--- src/logic/canis_pkg.sv ---
// package: register map, field positions and reset values of the CAN interrupt status block
package canis_pkg;

	// register offsets on the plain register port
	localparam logic [2:0] CANIS_OFF_GIF   = 3'h0;
	localparam logic [2:0] CANIS_OFF_GIE   = 3'h1;
	localparam logic [2:0] CANIS_OFF_BSYL  = 3'h2;
	localparam logic [2:0] CANIS_OFF_BSYH  = 3'h3;
	localparam logic [2:0] CANIS_OFF_OIEL  = 3'h4;
	localparam logic [2:0] CANIS_OFF_OIEH  = 3'h5;
	localparam logic [2:0] CANIS_OFF_OISL  = 3'h6;
	localparam logic [2:0] CANIS_OFF_OISH  = 3'h7;

	// general flag register fields
	localparam int CANIS_GIF_SUMMARY = 7;
	localparam int CANIS_GIF_BOFF    = 6;
	localparam int CANIS_GIF_OVRT    = 5;
	localparam int CANIS_GIF_FBUF    = 4;
	localparam int CANIS_GIF_STUFF   = 3;
	localparam int CANIS_GIF_CRC     = 2;
	localparam int CANIS_GIF_FORM    = 1;
	localparam int CANIS_GIF_ACK     = 0;

	// general enable register fields
	localparam int CANIS_GIE_MASTER  = 7;
	localparam int CANIS_GIE_BOFF    = 6;
	localparam int CANIS_GIE_RX      = 5;
	localparam int CANIS_GIE_TX      = 4;
	localparam int CANIS_GIE_OERR    = 3;
	localparam int CANIS_GIE_FBUF    = 2;
	localparam int CANIS_GIE_GERR    = 1;
	localparam int CANIS_GIE_OVRT    = 0;

	// reset values
	localparam logic [7:0] CANIS_GIF_RST  = 8'h00;
	localparam logic [7:0] CANIS_GIE_RST  = 8'h00;
	localparam logic [7:0] CANIS_BYTE_RST = 8'h00;

	// timer rollover point
	localparam logic [15:0] CANIS_TIMER_MAX = 16'hffff;

endpackage : canis_pkg

--- src/logic/canis_core.sv ---
// CAN general interrupt flags, enables, object busy and object interrupt status
`timescale 1ns/100ps
`default_nettype none

module canis_core
	import canis_pkg::*;
#(
	parameter int NUM_OBJ = 6
) (
	// clock and reset
	input  wire logic               clk_i,
	input  wire logic               sys_rst_i,
	// register port
	input  wire logic [2:0]         reg_addr_i,
	input  wire logic [7:0]         reg_wdata_i,
	input  wire logic               reg_wr_i,
	input  wire logic               reg_rd_i,
	output logic      [7:0]         reg_rdata_o,
	// protocol engine events
	input  wire logic               error_passive_i,
	input  wire logic               bus_off_i,
	input  wire logic [15:0]        timer_value_i,
	input  wire logic               timer_handler_ack_i,
	input  wire logic               frame_buffer_done_i,
	input  wire logic               buffer_config_rewritten_i,
	input  wire logic               general_stuff_error_i,
	input  wire logic               general_crc_error_i,
	input  wire logic               general_form_error_i,
	input  wire logic               general_ack_error_i,
	// message object events
	input  wire logic [NUM_OBJ-1:0] object_enable_cfg_i,
	input  wire logic [NUM_OBJ-1:0] object_disable_cfg_i,
	input  wire logic [NUM_OBJ-1:0] transmit_complete_flag_i,
	input  wire logic [NUM_OBJ-1:0] receive_complete_flag_i,
	input  wire logic [NUM_OBJ-1:0] object_error_flag_i,
	input  wire logic               abort_request_i,
	input  wire logic               standby_i,
	// interrupt requests and status view
	output logic                    can_irq_o,
	output logic                    timer_irq_o,
	output logic [NUM_OBJ-1:0]      object_busy_o
);

	typedef struct packed {
		logic [6:0]         gif;
		logic [7:0]         gie;
		logic [NUM_OBJ-1:0] busy;
		logic [NUM_OBJ-1:0] oie;
		logic [NUM_OBJ-1:0] ois;
		logic               boff_prev;
		logic               errp_prev;
		logic [15:0]        timer_prev;
		logic               timer_valid;
		logic [7:0]         rdata;
		logic               can_irq;
		logic               timer_irq;
	} canis_state_t;

	canis_state_t state_r;
	canis_state_t state_nxt;

	logic [6:0]         gif_set;
	logic [6:0]         gif_clr;
	logic               summary;
	logic               can_req;
	logic [NUM_OBJ-1:0] obj_src;
	logic [7:0]         rd_mux;
	logic [15:0]        oie_word;
	logic [15:0]        ois_word;
	logic [15:0]        busy_word;

	// object-level source: any enabled kind of flag on that object
	genvar g;
	generate
		for (g = 0; g < NUM_OBJ; g++) begin : g_obj
			assign obj_src[g] = (receive_complete_flag_i[g] & state_r.gie[CANIS_GIE_RX])
				| (transmit_complete_flag_i[g] & state_r.gie[CANIS_GIE_TX])
				| (object_error_flag_i[g] & state_r.gie[CANIS_GIE_OERR]);
		end
	endgenerate

	assign oie_word  = {{(16 - NUM_OBJ){1'b0}}, state_r.oie};
	assign ois_word  = {{(16 - NUM_OBJ){1'b0}}, state_r.ois};
	assign busy_word = {{(16 - NUM_OBJ){1'b0}}, state_r.busy};

	// summary excludes the timer overrun bit
	assign summary = (|{state_r.gif[CANIS_GIF_BOFF], state_r.gif[4:0]}) | (|state_r.ois);

	always_comb begin
		gif_set = '0;
		// bus-off only counts when arriving from error passive
		gif_set[CANIS_GIF_BOFF]  = bus_off_i & ~state_r.boff_prev & state_r.errp_prev;
		gif_set[CANIS_GIF_OVRT]  = state_r.timer_valid && state_r.timer_prev == CANIS_TIMER_MAX
			&& timer_value_i == 16'h0000;
		gif_set[CANIS_GIF_FBUF]  = frame_buffer_done_i;
		// these inputs carry only errors not yet matched to an object
		gif_set[CANIS_GIF_STUFF] = general_stuff_error_i;
		gif_set[CANIS_GIF_CRC]   = general_crc_error_i;
		gif_set[CANIS_GIF_FORM]  = general_form_error_i;
		gif_set[CANIS_GIF_ACK]   = general_ack_error_i;

		gif_clr = '0;
		if (reg_wr_i && reg_addr_i == CANIS_OFF_GIF) begin
			gif_clr = reg_wdata_i[6:0];
		end
		// a refused buffer clear leaves the flag standing
		gif_clr[CANIS_GIF_FBUF] = gif_clr[CANIS_GIF_FBUF] & buffer_config_rewritten_i;
		gif_clr[CANIS_GIF_OVRT] = gif_clr[CANIS_GIF_OVRT] | timer_handler_ack_i;
	end

	always_comb begin
		case (reg_addr_i)
			CANIS_OFF_GIF:  rd_mux = {summary, state_r.gif};
			CANIS_OFF_GIE:  rd_mux = state_r.gie;
			CANIS_OFF_BSYL: rd_mux = busy_word[7:0];
			CANIS_OFF_BSYH: rd_mux = busy_word[15:8];
			CANIS_OFF_OIEL: rd_mux = oie_word[7:0];
			CANIS_OFF_OIEH: rd_mux = oie_word[15:8];
			CANIS_OFF_OISL: rd_mux = ois_word[7:0];
			CANIS_OFF_OISH: rd_mux = ois_word[15:8];
			default:        rd_mux = 8'h00;
		endcase
	end

	assign can_req = state_r.gie[CANIS_GIE_MASTER] & (
		(state_r.gif[CANIS_GIF_BOFF] & state_r.gie[CANIS_GIE_BOFF])
		| (state_r.gif[CANIS_GIF_FBUF] & state_r.gie[CANIS_GIE_FBUF])
		| ((|state_r.gif[3:0]) & state_r.gie[CANIS_GIE_GERR])
		| (|(state_r.ois & state_r.oie)));

	always_comb begin
		state_nxt = state_r;
		// set wins over a clear in the same cycle
		state_nxt.gif = (state_r.gif & ~gif_clr) | gif_set;
		state_nxt.boff_prev   = bus_off_i;
		state_nxt.errp_prev   = error_passive_i;
		state_nxt.timer_prev  = timer_value_i;
		state_nxt.timer_valid = 1'b1;
		if (reg_wr_i && reg_addr_i == CANIS_OFF_GIE) begin
			state_nxt.gie = reg_wdata_i;
		end
		if (reg_wr_i && reg_addr_i == CANIS_OFF_OIEL) begin
			// reserved upper bits are dropped whatever software writes
			state_nxt.oie = reg_wdata_i[NUM_OBJ-1:0];
		end
		for (int i = 0; i < NUM_OBJ; i++) begin
			if (abort_request_i || standby_i || object_disable_cfg_i[i]
				|| transmit_complete_flag_i[i] || receive_complete_flag_i[i]) begin
				state_nxt.busy[i] = 1'b0;
			end else if (object_enable_cfg_i[i]) begin
				state_nxt.busy[i] = 1'b1;
			end
		end
		// pending bit follows the object's enabled flags as long as they stand
		state_nxt.ois = obj_src;
		state_nxt.rdata = reg_rd_i ? rd_mux : 8'h00;
		state_nxt.can_irq = can_req;
		state_nxt.timer_irq = state_r.gif[CANIS_GIF_OVRT] & state_r.gie[CANIS_GIE_OVRT];
		if (sys_rst_i) begin
			state_nxt = '0;
			state_nxt.gif = CANIS_GIF_RST[6:0];
			state_nxt.gie = CANIS_GIE_RST;
		end
	end

	always_ff @(posedge clk_i) begin
		state_r <= state_nxt;
	end

	assign reg_rdata_o   = state_r.rdata;
	assign can_irq_o     = state_r.can_irq;
	assign timer_irq_o   = state_r.timer_irq;
	assign object_busy_o = state_r.busy;

	// assertions
	a_boff_entry_only: assert property (@(posedge clk_i) disable iff (sys_rst_i)
		$rose(state_r.gif[CANIS_GIF_BOFF]) |-> $past(bus_off_i) && !$past(state_r.boff_prev)
		&& $past(state_r.errp_prev))
		else $error("bus-off flag set without entry from error passive");

	a_gif_w1c_clear: assert property (@(posedge clk_i) disable iff (sys_rst_i)
		reg_wr_i && reg_addr_i == CANIS_OFF_GIF && reg_wdata_i[CANIS_GIF_STUFF] && !general_stuff_error_i
		|=> !state_r.gif[CANIS_GIF_STUFF])
		else $error("stuff flag not cleared by write one");

	a_gif_w0_keeps: assert property (@(posedge clk_i) disable iff (sys_rst_i)
		reg_wr_i && reg_addr_i == CANIS_OFF_GIF && !reg_wdata_i[CANIS_GIF_ACK] && state_r.gif[CANIS_GIF_ACK]
		|=> state_r.gif[CANIS_GIF_ACK])
		else $error("ack flag lost on write zero");

	a_ovrt_rollover: assert property (@(posedge clk_i) disable iff (sys_rst_i)
		state_r.timer_valid && state_r.timer_prev == 16'hffff && timer_value_i == 16'h0000
		|=> state_r.gif[CANIS_GIF_OVRT])
		else $error("timer overrun flag missed rollover");

	a_ovrt_handler: assert property (@(posedge clk_i) disable iff (sys_rst_i)
		timer_handler_ack_i && !gif_set[CANIS_GIF_OVRT] |=> !state_r.gif[CANIS_GIF_OVRT])
		else $error("timer overrun flag not cleared by handler entry");

	a_fbuf_guard: assert property (@(posedge clk_i) disable iff (sys_rst_i)
		state_r.gif[CANIS_GIF_FBUF] && !buffer_config_rewritten_i |=> state_r.gif[CANIS_GIF_FBUF])
		else $error("frame buffer flag cleared before config rewrite");

	a_busy_clear: assert property (@(posedge clk_i) disable iff (sys_rst_i)
		abort_request_i || standby_i |=> object_busy_o == '0)
		else $error("busy bits survive abort or standby");

	a_busy_set: assert property (@(posedge clk_i) disable iff (sys_rst_i)
		object_enable_cfg_i[0] && !abort_request_i && !standby_i && !object_disable_cfg_i[0]
		&& !transmit_complete_flag_i[0] && !receive_complete_flag_i[0] |=> object_busy_o[0])
		else $error("busy bit not set on enable");

	a_timer_irq_gate: assert property (@(posedge clk_i) disable iff (sys_rst_i)
		timer_irq_o |-> $past(state_r.gie[CANIS_GIE_OVRT]) && $past(state_r.gif[CANIS_GIF_OVRT]))
		else $error("timer irq without flag and enable");

	a_can_irq_master: assert property (@(posedge clk_i) disable iff (sys_rst_i)
		!state_r.gie[CANIS_GIE_MASTER] |=> !can_irq_o)
		else $error("can irq raised with master enable off");

	a_summary_excl: assert property (@(posedge clk_i) disable iff (sys_rst_i)
		reg_rd_i && reg_addr_i == CANIS_OFF_GIF && state_r.gif == 7'h20 && state_r.ois == '0
		|=> !reg_rdata_o[CANIS_GIF_SUMMARY])
		else $error("summary flag counts timer overrun");

	a_ois_tracks: assert property (@(posedge clk_i) disable iff (sys_rst_i)
		receive_complete_flag_i[1] && state_r.gie[CANIS_GIE_RX] |=> state_r.ois[1])
		else $error("object pending bit missed enabled receive");

	a_ois_tx: assert property (@(posedge clk_i) disable iff (sys_rst_i)
		transmit_complete_flag_i[0] && state_r.gie[CANIS_GIE_TX] |=> state_r.ois[0])
		else $error("object pending bit missed enabled transmit");

	a_ois_err: assert property (@(posedge clk_i) disable iff (sys_rst_i)
		object_error_flag_i[5] && state_r.gie[CANIS_GIE_OERR] |=> state_r.ois[5])
		else $error("object pending bit missed enabled object error");

	a_ois_quiet: assert property (@(posedge clk_i) disable iff (sys_rst_i)
		!(|(receive_complete_flag_i | transmit_complete_flag_i | object_error_flag_i)) |=> state_r.ois == '0)
		else $error("object pending bit without object flag");

	// each general source lands in its own flag one cycle later
	a_fbuf_set: assert property (@(posedge clk_i) disable iff (sys_rst_i)
		frame_buffer_done_i |=> state_r.gif[CANIS_GIF_FBUF])
		else $error("frame buffer flag missed completion");

	a_stuff_set: assert property (@(posedge clk_i) disable iff (sys_rst_i)
		general_stuff_error_i |=> state_r.gif[CANIS_GIF_STUFF])
		else $error("stuff flag missed error");

	a_crc_set: assert property (@(posedge clk_i) disable iff (sys_rst_i)
		general_crc_error_i |=> state_r.gif[CANIS_GIF_CRC])
		else $error("crc flag missed error");

	a_form_set: assert property (@(posedge clk_i) disable iff (sys_rst_i)
		general_form_error_i |=> state_r.gif[CANIS_GIF_FORM])
		else $error("form flag missed error");

	a_ack_set: assert property (@(posedge clk_i) disable iff (sys_rst_i)
		general_ack_error_i |=> state_r.gif[CANIS_GIF_ACK])
		else $error("ack flag missed error");

	a_obj_err_no_gen: assert property (@(posedge clk_i) disable iff (sys_rst_i)
		!general_stuff_error_i && !general_crc_error_i && !general_form_error_i && !general_ack_error_i
		&& state_r.gif[3:0] == 4'h0 |=> state_r.gif[3:0] == 4'h0)
		else $error("general error flag set without general error");

	a_boff_no_set: assert property (@(posedge clk_i) disable iff (sys_rst_i)
		!(bus_off_i && !state_r.boff_prev && state_r.errp_prev) && !state_r.gif[CANIS_GIF_BOFF]
		|=> !state_r.gif[CANIS_GIF_BOFF])
		else $error("bus-off flag set with no entry");

	a_ovrt_no_spur: assert property (@(posedge clk_i) disable iff (sys_rst_i)
		!(state_r.timer_valid && state_r.timer_prev == 16'hffff && timer_value_i == 16'h0000)
		&& !state_r.gif[CANIS_GIF_OVRT] |=> !state_r.gif[CANIS_GIF_OVRT])
		else $error("timer overrun flag set without rollover");

	// software clears: write one clears, write zero keeps
	a_gif_w1c_boff: assert property (@(posedge clk_i) disable iff (sys_rst_i)
		reg_wr_i && reg_addr_i == CANIS_OFF_GIF && reg_wdata_i[CANIS_GIF_BOFF] && !bus_off_i
		|=> !state_r.gif[CANIS_GIF_BOFF])
		else $error("bus-off flag not cleared by write one");

	a_gif_w1c_crc: assert property (@(posedge clk_i) disable iff (sys_rst_i)
		reg_wr_i && reg_addr_i == CANIS_OFF_GIF && reg_wdata_i[CANIS_GIF_CRC] && !general_crc_error_i
		|=> !state_r.gif[CANIS_GIF_CRC])
		else $error("crc flag not cleared by write one");

	a_gif_w0_boff: assert property (@(posedge clk_i) disable iff (sys_rst_i)
		reg_wr_i && reg_addr_i == CANIS_OFF_GIF && !reg_wdata_i[CANIS_GIF_BOFF] && state_r.gif[CANIS_GIF_BOFF]
		|=> state_r.gif[CANIS_GIF_BOFF])
		else $error("bus-off flag lost on write zero");

	a_fbuf_clear: assert property (@(posedge clk_i) disable iff (sys_rst_i)
		reg_wr_i && reg_addr_i == CANIS_OFF_GIF && reg_wdata_i[CANIS_GIF_FBUF] && buffer_config_rewritten_i
		&& !frame_buffer_done_i |=> !state_r.gif[CANIS_GIF_FBUF])
		else $error("frame buffer flag not cleared after config rewrite");

	a_gie_write: assert property (@(posedge clk_i) disable iff (sys_rst_i)
		reg_wr_i && reg_addr_i == CANIS_OFF_GIE |=> state_r.gie == $past(reg_wdata_i))
		else $error("enable register write lost");

	a_oie_write: assert property (@(posedge clk_i) disable iff (sys_rst_i)
		reg_wr_i && reg_addr_i == CANIS_OFF_OIEL |=> state_r.oie == $past(reg_wdata_i[NUM_OBJ-1:0]))
		else $error("object enable write lost");

	a_oie_high_zero: assert property (@(posedge clk_i) disable iff (sys_rst_i)
		reg_rd_i && reg_addr_i == CANIS_OFF_OIEH |=> reg_rdata_o == 8'h00)
		else $error("reserved object enable bits read nonzero");

	a_ois_high_zero: assert property (@(posedge clk_i) disable iff (sys_rst_i)
		reg_rd_i && reg_addr_i == CANIS_OFF_OISH |=> reg_rdata_o == 8'h00)
		else $error("reserved pending bits read nonzero");

	a_rdata_idle: assert property (@(posedge clk_i) disable iff (sys_rst_i)
		!reg_rd_i |=> reg_rdata_o == 8'h00)
		else $error("read data outside read cycle");

	a_summary_incl: assert property (@(posedge clk_i) disable iff (sys_rst_i)
		reg_rd_i && reg_addr_i == CANIS_OFF_GIF && (state_r.gif[CANIS_GIF_BOFF] || (|state_r.gif[4:0])
		|| (|state_r.ois)) |=> reg_rdata_o[CANIS_GIF_SUMMARY])
		else $error("summary flag misses a pending source");

	// busy bits: completion and disable
	a_busy_txclr: assert property (@(posedge clk_i) disable iff (sys_rst_i)
		transmit_complete_flag_i[0] |=> !object_busy_o[0])
		else $error("busy bit survives transmit complete");

	a_busy_rxclr: assert property (@(posedge clk_i) disable iff (sys_rst_i)
		receive_complete_flag_i[1] |=> !object_busy_o[1])
		else $error("busy bit survives receive complete");

	a_busy_dis: assert property (@(posedge clk_i) disable iff (sys_rst_i)
		object_disable_cfg_i[2] |=> !object_busy_o[2])
		else $error("busy bit survives disable config");

	a_can_irq_src: assert property (@(posedge clk_i) disable iff (sys_rst_i)
		can_irq_o |-> $past(state_r.gie[CANIS_GIE_MASTER]))
		else $error("can irq without master enable");

	a_can_irq_fbuf: assert property (@(posedge clk_i) disable iff (sys_rst_i)
		state_r.gie[CANIS_GIE_MASTER] && state_r.gie[CANIS_GIE_FBUF] && state_r.gif[CANIS_GIF_FBUF]
		|=> can_irq_o)
		else $error("can irq missing for enabled frame buffer flag");

	a_timer_irq_own: assert property (@(posedge clk_i) disable iff (sys_rst_i)
		state_r.gif[CANIS_GIF_OVRT] && state_r.gie[CANIS_GIE_OVRT] |=> timer_irq_o)
		else $error("timer irq missing with flag and enable");

	a_timer_irq_off: assert property (@(posedge clk_i) disable iff (sys_rst_i)
		!state_r.gie[CANIS_GIE_OVRT] |=> !timer_irq_o)
		else $error("timer irq with its enable off");

endmodule : canis_core

`default_nettype wire

--- config.mk ---
export PLATFORM = sky130hd
export DESIGN_NAME = canis_core
export DESIGN_NICKNAME = d
export VERILOG_FILES = /design/src/logic/canis_pkg.sv /design/src/logic/canis_core.sv
export SDC_FILE = /design/constraint.sdc
export NUM_CORES = 1
export LEC_CHECK = 0
export BUFFER_PORTS_ARGS = -buffer_cell sky130_fd_sc_hd__buf_2
export CORE_MARGIN = 4
export CORE_UTILIZATION = 53
export CTS_BUF_LIST = sky130_fd_sc_hd__clkbuf_16
export CTS_CLUSTER_SIZE = 40
export DETAILED_ROUTE_END_ITERATION = 10
export PLACE_DENSITY = 0.92
export REMOVE_ABC_BUFFERS = 1
export SLEW_MARGIN = 5
export SYNTH_ARGS = -nofsm -noshare
export SYNTH_HDL_FRONTEND = slang
export SYNTH_SLANG_ARGS = --single-unit
export TNS_END_PERCENT = 5
--- constraint.sdc ---
create_clock -name clk_i -period 4.1 [get_ports clk_i]
set_input_delay 0.615 -clock clk_i [delete_from_list [all_inputs] [get_ports clk_i]]
set_output_delay 0.615 -clock clk_i [all_outputs]
set_load 0.05 [all_outputs]
# ---- Word-level counts from Yosys, hierarchy flattened
# Index checks and enable logic that the tools add are counted.
# W data, S select, Z words.
dict set report word_totals {
  ff_bits 62
  latch_bits 0
  ram_bits 0
  mem_bits_ro 0
  output_inout_bits 16
  wordCells 116
  memories 0
}
dict set report op_classes {
  add_sub_neg 0
  mul 0
  div 0
  magnitude_cmp 0
  eq_ne 8
  shifts 0
  mux 4
  bitwise 49
  n_reduce_logical 38
}
# op count
set ops {}
lappend ops {{$pmux W8 S6} 1}
lappend ops {{$and A1 B1 Y1} 26}
lappend ops {{$logic_or A1 B1 Y1} 19}
lappend ops {{$reduce_or A6 Y1} 3}
lappend ops {{$or A1 B1 Y1} 17}
lappend ops {{$eq A16 B16 Y1 const B} 1}
lappend ops {{$logic_not A16 Y1} 1}
lappend ops {{$reduce_or A2 Y1} 7}
lappend ops {{$eq A3 B3 Y1 const B} 4}
lappend ops {{$mux W11} 1}
lappend ops {{$mux W8} 1}
lappend ops {{$and A7 B7 Y7} 1}
lappend ops {{$mux W7} 1}
lappend ops {{$not A7 Y7} 1}
lappend ops {{$or A7 B7 Y7} 1}
lappend ops {{$and A6 B6 Y6} 1}
lappend ops {{$eq A3 B2 Y1 const B} 2}
lappend ops {{$logic_and A1 B1 Y1} 5}
lappend ops {{$reduce_or A4 Y1} 1}
lappend ops {{$eq A3 B1 Y1 const B} 1}
lappend ops {{$logic_not A3 Y1} 1}
lappend ops {{$reduce_or A3 Y1} 1}
lappend ops {{$not A1 Y1} 2}

# ---- Longest topological paths before layout
# Gate-level depths: netlist of run 1.
dict set report depth {
  word_depth 7
  mapped_depth 6
  mapped_depth_nobuf 4
}

# ---- Worst setup path before layout of run 1
# Ideal clock, no wire load.
dict set report synth_path {
  path_kind {in2reg}
  from {input timer_value_i[9]}
  to {register state_r[60] (netlist bit)}
  setup_time_ns 0.084
  arrival_time_ns 1.659
  t_required_ns 4.016
  setup_slack_ns 2.357
  stages 4
  path_buffers 0
  cell_sequence {or4_1 nor4_1 nand4_1 o31ai_2}
}
dict set report synth_via {
  elab_chain_len 3
}
# element line_no
set synth_lines {}
lappend synth_lines {{start, declared} canis_core.sv:22} ;# input wire logic [15:0] timer_value_i,
lappend synth_lines {{$logic_not A16 Y1} canis_core.sv:94} ;# && timer_value_i == 16'h0000;
lappend synth_lines {{$logic_and A1 B1 Y1} canis_core.sv:94}
lappend synth_lines {{$or A7 B7 Y7} canis_core.sv:134} ;# state_nxt.gif = (state_r.gif & ~gif_clr) | gif_set;
lappend synth_lines {{end signal, assigned} canis_core.sv:167} ;# state_r <= state_nxt;
lappend synth_lines {{end, declared} canis_core.sv:59} ;# canis_state_t state_r;
# No other way between the ends.
# A chain may end at the register's enable or synchronous reset.

# ---- Worst setup path in the final report of run 1
dict set report layout_path {
  from {input reg_addr_i[0]}
  to {register state_r[53] (netlist bit)}
}
dict set report layout_via {
  elab_chain_len 2
}
# element line_no
set layout_lines {}
lappend layout_lines {{start, declared} canis_core.sv:14} ;# input wire logic [2:0] reg_addr_i,
lappend layout_lines {{$eq A3 B1 Y1} canis_core.sv:139} ;# if (reg_wr_i && reg_addr_i == CANIS_OFF_GIE) begin
lappend layout_lines {{$logic_and A1 B1 Y1} canis_core.sv:139}
# No other way between the ends.

==> results of run 1 <==
[cells in the final DEF, fill, tap and decap left out, types with 5 or more instances in the layout]
cell type / Yosys / layout
mux2i_1: 6 / 6
a22oi_1: 9 / 9
nand2_1: 26 / 26
nor3_1: 8 / 8
clkbuf_16: 0 / 9
buf_2: 3 / 87
o21ai_0: 12 / 12
a222oi_1: 6 / 6
nor2_1: 29 / 29
a21oi_1: 23 / 23
nor2b_1: 21 / 21
nand4_1: 5 / 5
dfxtp_1: 62 / 62
[area by class of cell]
type,count,area (um^2),area share [%]
clock buffer,9,225,7.17
clock inverter,7,63.8,2.03
inverter,4,20.0,0.637
multi-input combinational,181,1090,34.8
sequential,62,1240,39.5
tap,52,65.1,2.07
timing repair buffer,87,435,13.9
[routing by layer]
layer | vias to the layer above | global-route usage [%] | share of wire, %
met5 | - | 0 | 0
met4 | 0 | 9.96 | 3.3
met3 | 25 | 7.61 | 8.9
met2 | 129 | 39.9 | 49
met1 | 1062 | 28.1 | 39
li1 | 1104 | - | -
[Yosys cell counts, types with 2 or more instances]
cell type	count	area share [%]
dfxtp_1	62	49
nor2_1	29	4.3
nand2_1	26	3.9
a21oi_1	23	4.6
nor2b_1	21	5.2
buf_4	14	4.2
o21ai_0	12	2.4
a22oi_1	9	2.7
clkbuf_1	8	1.2
nor3_1	8	1.6
a222oi_1	6	2.4
mux2i_1	6	2.4
nand4_1	5	1.2
mux2_2	4	1.8
nor4_1	4	0.99
o211a_1	4	1.6
or4_1	4	1.2
buf_1	3	0.45
buf_2	3	0.59
inv_1	3	0.45
nand3_1	3	0.59
nand2b_1	2	0.50
nand4b_1	2	0.69
nor4b_4	2	1.9
o22ai_1	2	0.50
[where the power goes]
group | leakage, nW | internal, mW | switching [mW]
Clock | 0.144 | 0.465 | 0.254
Combinational | 0.696 | 0.0493 | 0.0589
Sequential | 0.508 | 0.623 | 0.0137
[worst paths after layout]
kind,end,depth (start not counted)
worst min-delay path,state_r[60],2
worst max-delay path,state_r[53],5
worst max register to register,reg_rdata_o[7],4
worst min register to register,state_r[60],2
[cell families (layout without fill, tap and decap cells)]
logic type	after synthesis	after routing	synth area share (%)
AOI/OAI and AO/OA	58	58	14.9
buffers and inverters	33	107	7.63
DFF	62	62	49.1
muxes	10	10	4.16
and+or+nand+nor	113	113	24.2
[sequential cells by signal, indices dropped and copies added (netlist names)]
register and flops:
reg_rdata_o 8, can_irq_o 1, state_r 34, ois_word 6
oie_word 6, object_busy_o 6, timer_irq_o 1
[worst register-to-register path, cell delays in order, from the launching register on]
cell,delay [ps]
dfxtp_1,340
or4_1,600
nor3_1,170
a2bb2oi_1,190
nor2_1,60
==> results.sh, run 1 <==
export IMPL_run_status="completed"
export IMPL_die_w_um=77.0
export IMPL_setup_slack_ps=2370
export IMPL_synth_area_per_cell_um2=9.15
export IMPL_hold_path_startpoint="state_r[19]"
export IMPL_power_mw=1.46
export IMPL_synth_edff_count=0
export IMPL_timing_setup_critical_path_class="in2reg"
export IMPL_fin_nets=417
export IMPL_skew_ps=6.82
export IMPL_cts_buffer_depth=2
export IMPL_syn_to_final_growth_pct=24.4
export IMPL_ant_nets=0
export IMPL_critical_path_required_ps=4340
export IMPL_post_cts_buffers=0
export IMPL_rrSetupSlack_ps=2620
export IMPL_finalCritPeriodShare_pct=42.2
export IMPL_stdcell_count=402
export IMPL_diodes=0
export IMPL_overflow=0
export IMPL_synth_seq_cells=62
export IMPL_worstMarginPinSlew_ps=820
export IMPL_cts_made_buffers=9
export IMPL_startpoint="reg_addr_i[0]"
export IMPL_max_vdd_ir_drop_v=0.000381
export IMPL_async_flop_share_pct=0
export IMPL_clkLatencyLatePin_ps=330
export IMPL_slew_headroom_pct=45.3
export IMPL_hold_viol=0
export IMPL_cts_hold_buf=0
export IMPL_ys_seq_area_share_pct=49.1
export IMPL_rsz0062_at_grt="no"
export IMPL_yosys_most_used_dff="dfxtp_1"
export IMPL_fin_tns_setup_ps=0
export IMPL_start_kind="primary input"
export IMPL_antenna_found_initial=0
export IMPL_fillers=328
export IMPL_clk_pin_slew_worst_paths_ps=50
export IMPL_critPathBufInv=1
export IMPL_die_y_um=77.0
export IMPL_cp_slowest_cell="nor3b_2"
export IMPL_wl_um=6740
export IMPL_ys_types=36
export IMPL_drive_gt1_share_pct=31.7
export IMPL_power_density_nw_per_um2=466
export IMPL_grt_pass1_vias=2241
export IMPL_grt_max_degree=50
export IMPL_cts_tree="yes"
export IMPL_via_count=2320
export IMPL_setup_viol_count_final=0
export IMPL_end_kind="register"
export IMPL_reg2reg_from="state_r[57]"
export IMPL_dpl_cell_area_um2=2850
export IMPL_initial_utilization_pct=56.5
export IMPL_grt_first_pass_wirelength_um=10800
export IMPL_drcViolationCount=0
export IMPL_dp_cells=386
export IMPL_fp_coreArea_um2=4470
export IMPL_viasPerCell=5.77
export IMPL_dr_first_iter_drc_count=281
export IMPL_cp_arrival_ps=1970
export IMPL_std_cell_rows=24
export IMPL_path_max_fanout=13
export IMPL_drt_pass1_iterations=7
export IMPL_post_route_util_pct=70.2
export IMPL_max_stage_delay_ps=480
export IMPL_clock_sinks=62
export IMPL_grtUsageTotal_pct=23.8
export IMPL_dp_hpwl_um=4740
export IMPL_path_cells="buf_2, nor3b_2, and2_1, nand2_1, a21oi_1"
export IMPL_drv_slew=0
export IMPL_max_freq_mhz=578
export IMPL_gp_congestion=0.970
export IMPL_cts_resized=0
export IMPL_ctsHtreeMaxLevel=3
export IMPL_yosys_warnings=0
export IMPL_portBuffers=87
export IMPL_fp_dieArea_um2=5940
export IMPL_hold_ws_ps=479
export IMPL_max_cap_viol_count=0
export IMPL_post_drt_wl_per_cell_um=16.8
export IMPL_power_leakage_nw=1.35
export IMPL_ios=88
export IMPL_cts_root_buf="clkbuf_16"
export IMPL_critical_path_top_delay_family="simple AND/OR/NAND/NOR gates"
export IMPL_min_path_type="reg2reg"
export IMPL_dp_slack_ps=2080
export IMPL_syn_inst=276
export IMPL_syn_cell_area_um2=2530
export IMPL_finish_instance_area_um2=3140
export IMPL_period_needed_ps=1730
Note: power is estimated with default switching activity, not from simulation.
==> run 2: changes to the inputs <==
- CORE_UTILIZATION: 53 -> 44
- PLACE_DENSITY: 0.92 -> 0.83
- clock period: 4.1 -> 1.5 ns (I/O delays scaled with it)
==> run 2 against run 1 <==
Sequential power grew to 2.7 times the previous value. Clock-buffer cell count is the same. Combinational power grew to 3.0 times the previous value. Non-clock buffer count grew 12. Clock skew is essentially flat. Power grew to 2.7 times the previous value. Final cell count grew 7.7%. Register-to-register slack lost 2500 ps. First-iteration DRC count shrank 31%. Routed wire length shrank 2.5%. Largest power group unchanged. Highest routed layer unchanged.
==> results.sh, run 2 (synthesized netlist as in run 1, its figures left out) <==
export IMPL_finalCritPeriodShare_pct=95.0
export IMPL_cts_tree="yes"
export IMPL_netSwitchingPower_mw=0.838
export IMPL_die_w_um=83.8
export IMPL_fp_dieArea_um2=7020
export IMPL_rsz0062_at_grt="no"
export IMPL_setup_viol_count_final=0
export IMPL_grtUsageTotal_pct=19.3
export IMPL_portBuffers=87
export IMPL_grt_first_pass_wirelength_um=10700
export IMPL_viasPerCell=5.31
export IMPL_drive_gt1_share_pct=33.0
export IMPL_comb_power_share_pct=8.2
export IMPL_ant_nets=0
export IMPL_gp_congestion=0.940
export IMPL_hold_path_startpoint="frame_buffer_done_i"
export IMPL_setup_slack_ps=74.7
export IMPL_cts_root_buf="clkbuf_16"
export IMPL_post_drt_wl_per_cell_um=15.2
export IMPL_grt_max_degree=23
export IMPL_ctsHtreeMaxLevel=3
export IMPL_max_stage_delay_ps=580
export IMPL_critPathBufInv=0
export IMPL_end_kind="register"
export IMPL_critical_path_top_delay_family="simple AND/OR/NAND/NOR gates"
export IMPL_slew_headroom_pct=63.1
export IMPL_power_density_nw_per_um2=1210
export IMPL_max_freq_mhz=702
export IMPL_clkLatencyLatePin_ps=320
export IMPL_die_y_um=83.8
export IMPL_worstMarginPinSlew_ps=550
export IMPL_std_cell_rows=27
export IMPL_timing_setup_critical_path_class="reg2reg"
export IMPL_wl_um=6570
export IMPL_largest_reg_flops=34
export IMPL_grt_pass1_vias=2278
export IMPL_final_cell_mix="buf_2 (87), dfxtp_1 (62), nor2_1 (29)"
export IMPL_fin_tns_setup_ps=0
export IMPL_skew_ps=7.13
export IMPL_antenna_found_initial=0
export IMPL_hold_viol=0
export IMPL_dr_first_iter_drc_count=195
export IMPL_power_internal_mw=3.10
export IMPL_swShare_pct=21.3
export IMPL_ios=88
export IMPL_seq_power_share_pct=44.1
export IMPL_max_cap_viol_count=0
export IMPL_max_vdd_ir_drop_v=0.000724
export IMPL_cp_arrival_ps=1640
export IMPL_path_cells="or4_1, nor3_1, a2bb2oi_1, nor2_1"
export IMPL_min_path_type="in2reg"
export IMPL_post_cts_buffers=0
export IMPL_layout_commonest_cell="buf_2"
export IMPL_syn_to_final_growth_pct=28.9
export IMPL_start_kind="register"
export IMPL_drcViolationCount=0
export IMPL_largest_register="state_r"
export IMPL_cts_hold_buf=0
export IMPL_fin_nets=429
export IMPL_run_status="completed"
export IMPL_clk_pin_slew_worst_paths_ps=50
export IMPL_initial_utilization_pct=45.6
export IMPL_power_mw=3.94
export IMPL_drt_pass1_iterations=7
export IMPL_cp_slowest_cell="or4_1"
export IMPL_startpoint="state_r[57]"
export IMPL_reg2reg_from="state_r[57]"
export IMPL_dp_hpwl_um=4970
export IMPL_fp_coreArea_um2=5540
export IMPL_period_needed_ps=1430
export IMPL_cts_resized=0
export IMPL_cts_made_buffers=9
export IMPL_dp_slack_ps=-34.2
export IMPL_via_count=2301
export IMPL_diodes=0
export IMPL_cts_buffer_depth=2
export IMPL_drv_slew=0
export IMPL_power_leakage_nw=1.42
export IMPL_critical_path_required_ps=1720
export IMPL_overflow=0
export IMPL_clock_sinks=62
export IMPL_clkPwrFrac_pct=47.7
export IMPL_path_max_fanout=2
[run 2: cell count changes in the layout (fill, tap and decap cells not counted), sizes merged]
cell,change
buf,+12
clkinvlp,-1
inv,+2
clkinv,-2
[run 2: path summary, 6_finish.rpt]
check                           cells past startpoint              to  slack (ps)
worst min register to register                      2     state_r[60]         470
worst max-delay path                                4  reg_rdata_o[7]          70
worst min-delay path                                3     state_r[59]         110
worst max register to register                      4  reg_rdata_o[7]          70
[run 2: layer usage]
layer | track usage (%) | share of wire (%)
met1 | 23.8 | 41
met2 | 30.9 | 50
met3 | 6.02 | 7.1
met4 | 8.63 | 2.0
met5 | 0 | 0
[run 2: cell type report]
type | count | area, um^2
clock inverter | 6 | 48.8
clock buffer | 9 | 225
sequential | 62 | 1240
fill | 506 | 2280
tap | 72 | 90.1
inverter | 4 | 20.0
timing repair buffer | 99 | 538
multi-input combinational | 181 | 1090
[run 2: metrics by stage]
stage / hold slack, ps / cell area (um^2) / util [%] / instances
floorplan: 294 / 2350 / - / 247
global placement: 430 / 2980 / 53.8 / 418
detailed placement: 436 / 2980 / 53.8 / 418
CTS: 101 / 3260 / 58.8 / 433
global route: 108 / 3260 / 58.8 / 433
finish: 107 / 3260 / 58.8 / 433
[run 2: tightest hold or removal path, stage by stage]
cell     delay [ps]
buf_2            80
a21oi_1          30
nor2_1           60
[run 2: power groups by stage]
| stage | logic, mW | clock network, mW | registers (mW) |
|---|---|---|---|
| detailed placement | 0.320 | 0 | 1.77 |
| CTS | 0.324 | 1.91 | 1.73 |
| global placement | 0.312 | 0 | 1.76 |
| floorplan | 0.108 | 0 | 1.77 |
| finish | 0.325 | 1.88 | 1.74 |
| global route | 0.359 | 1.99 | 1.74 |
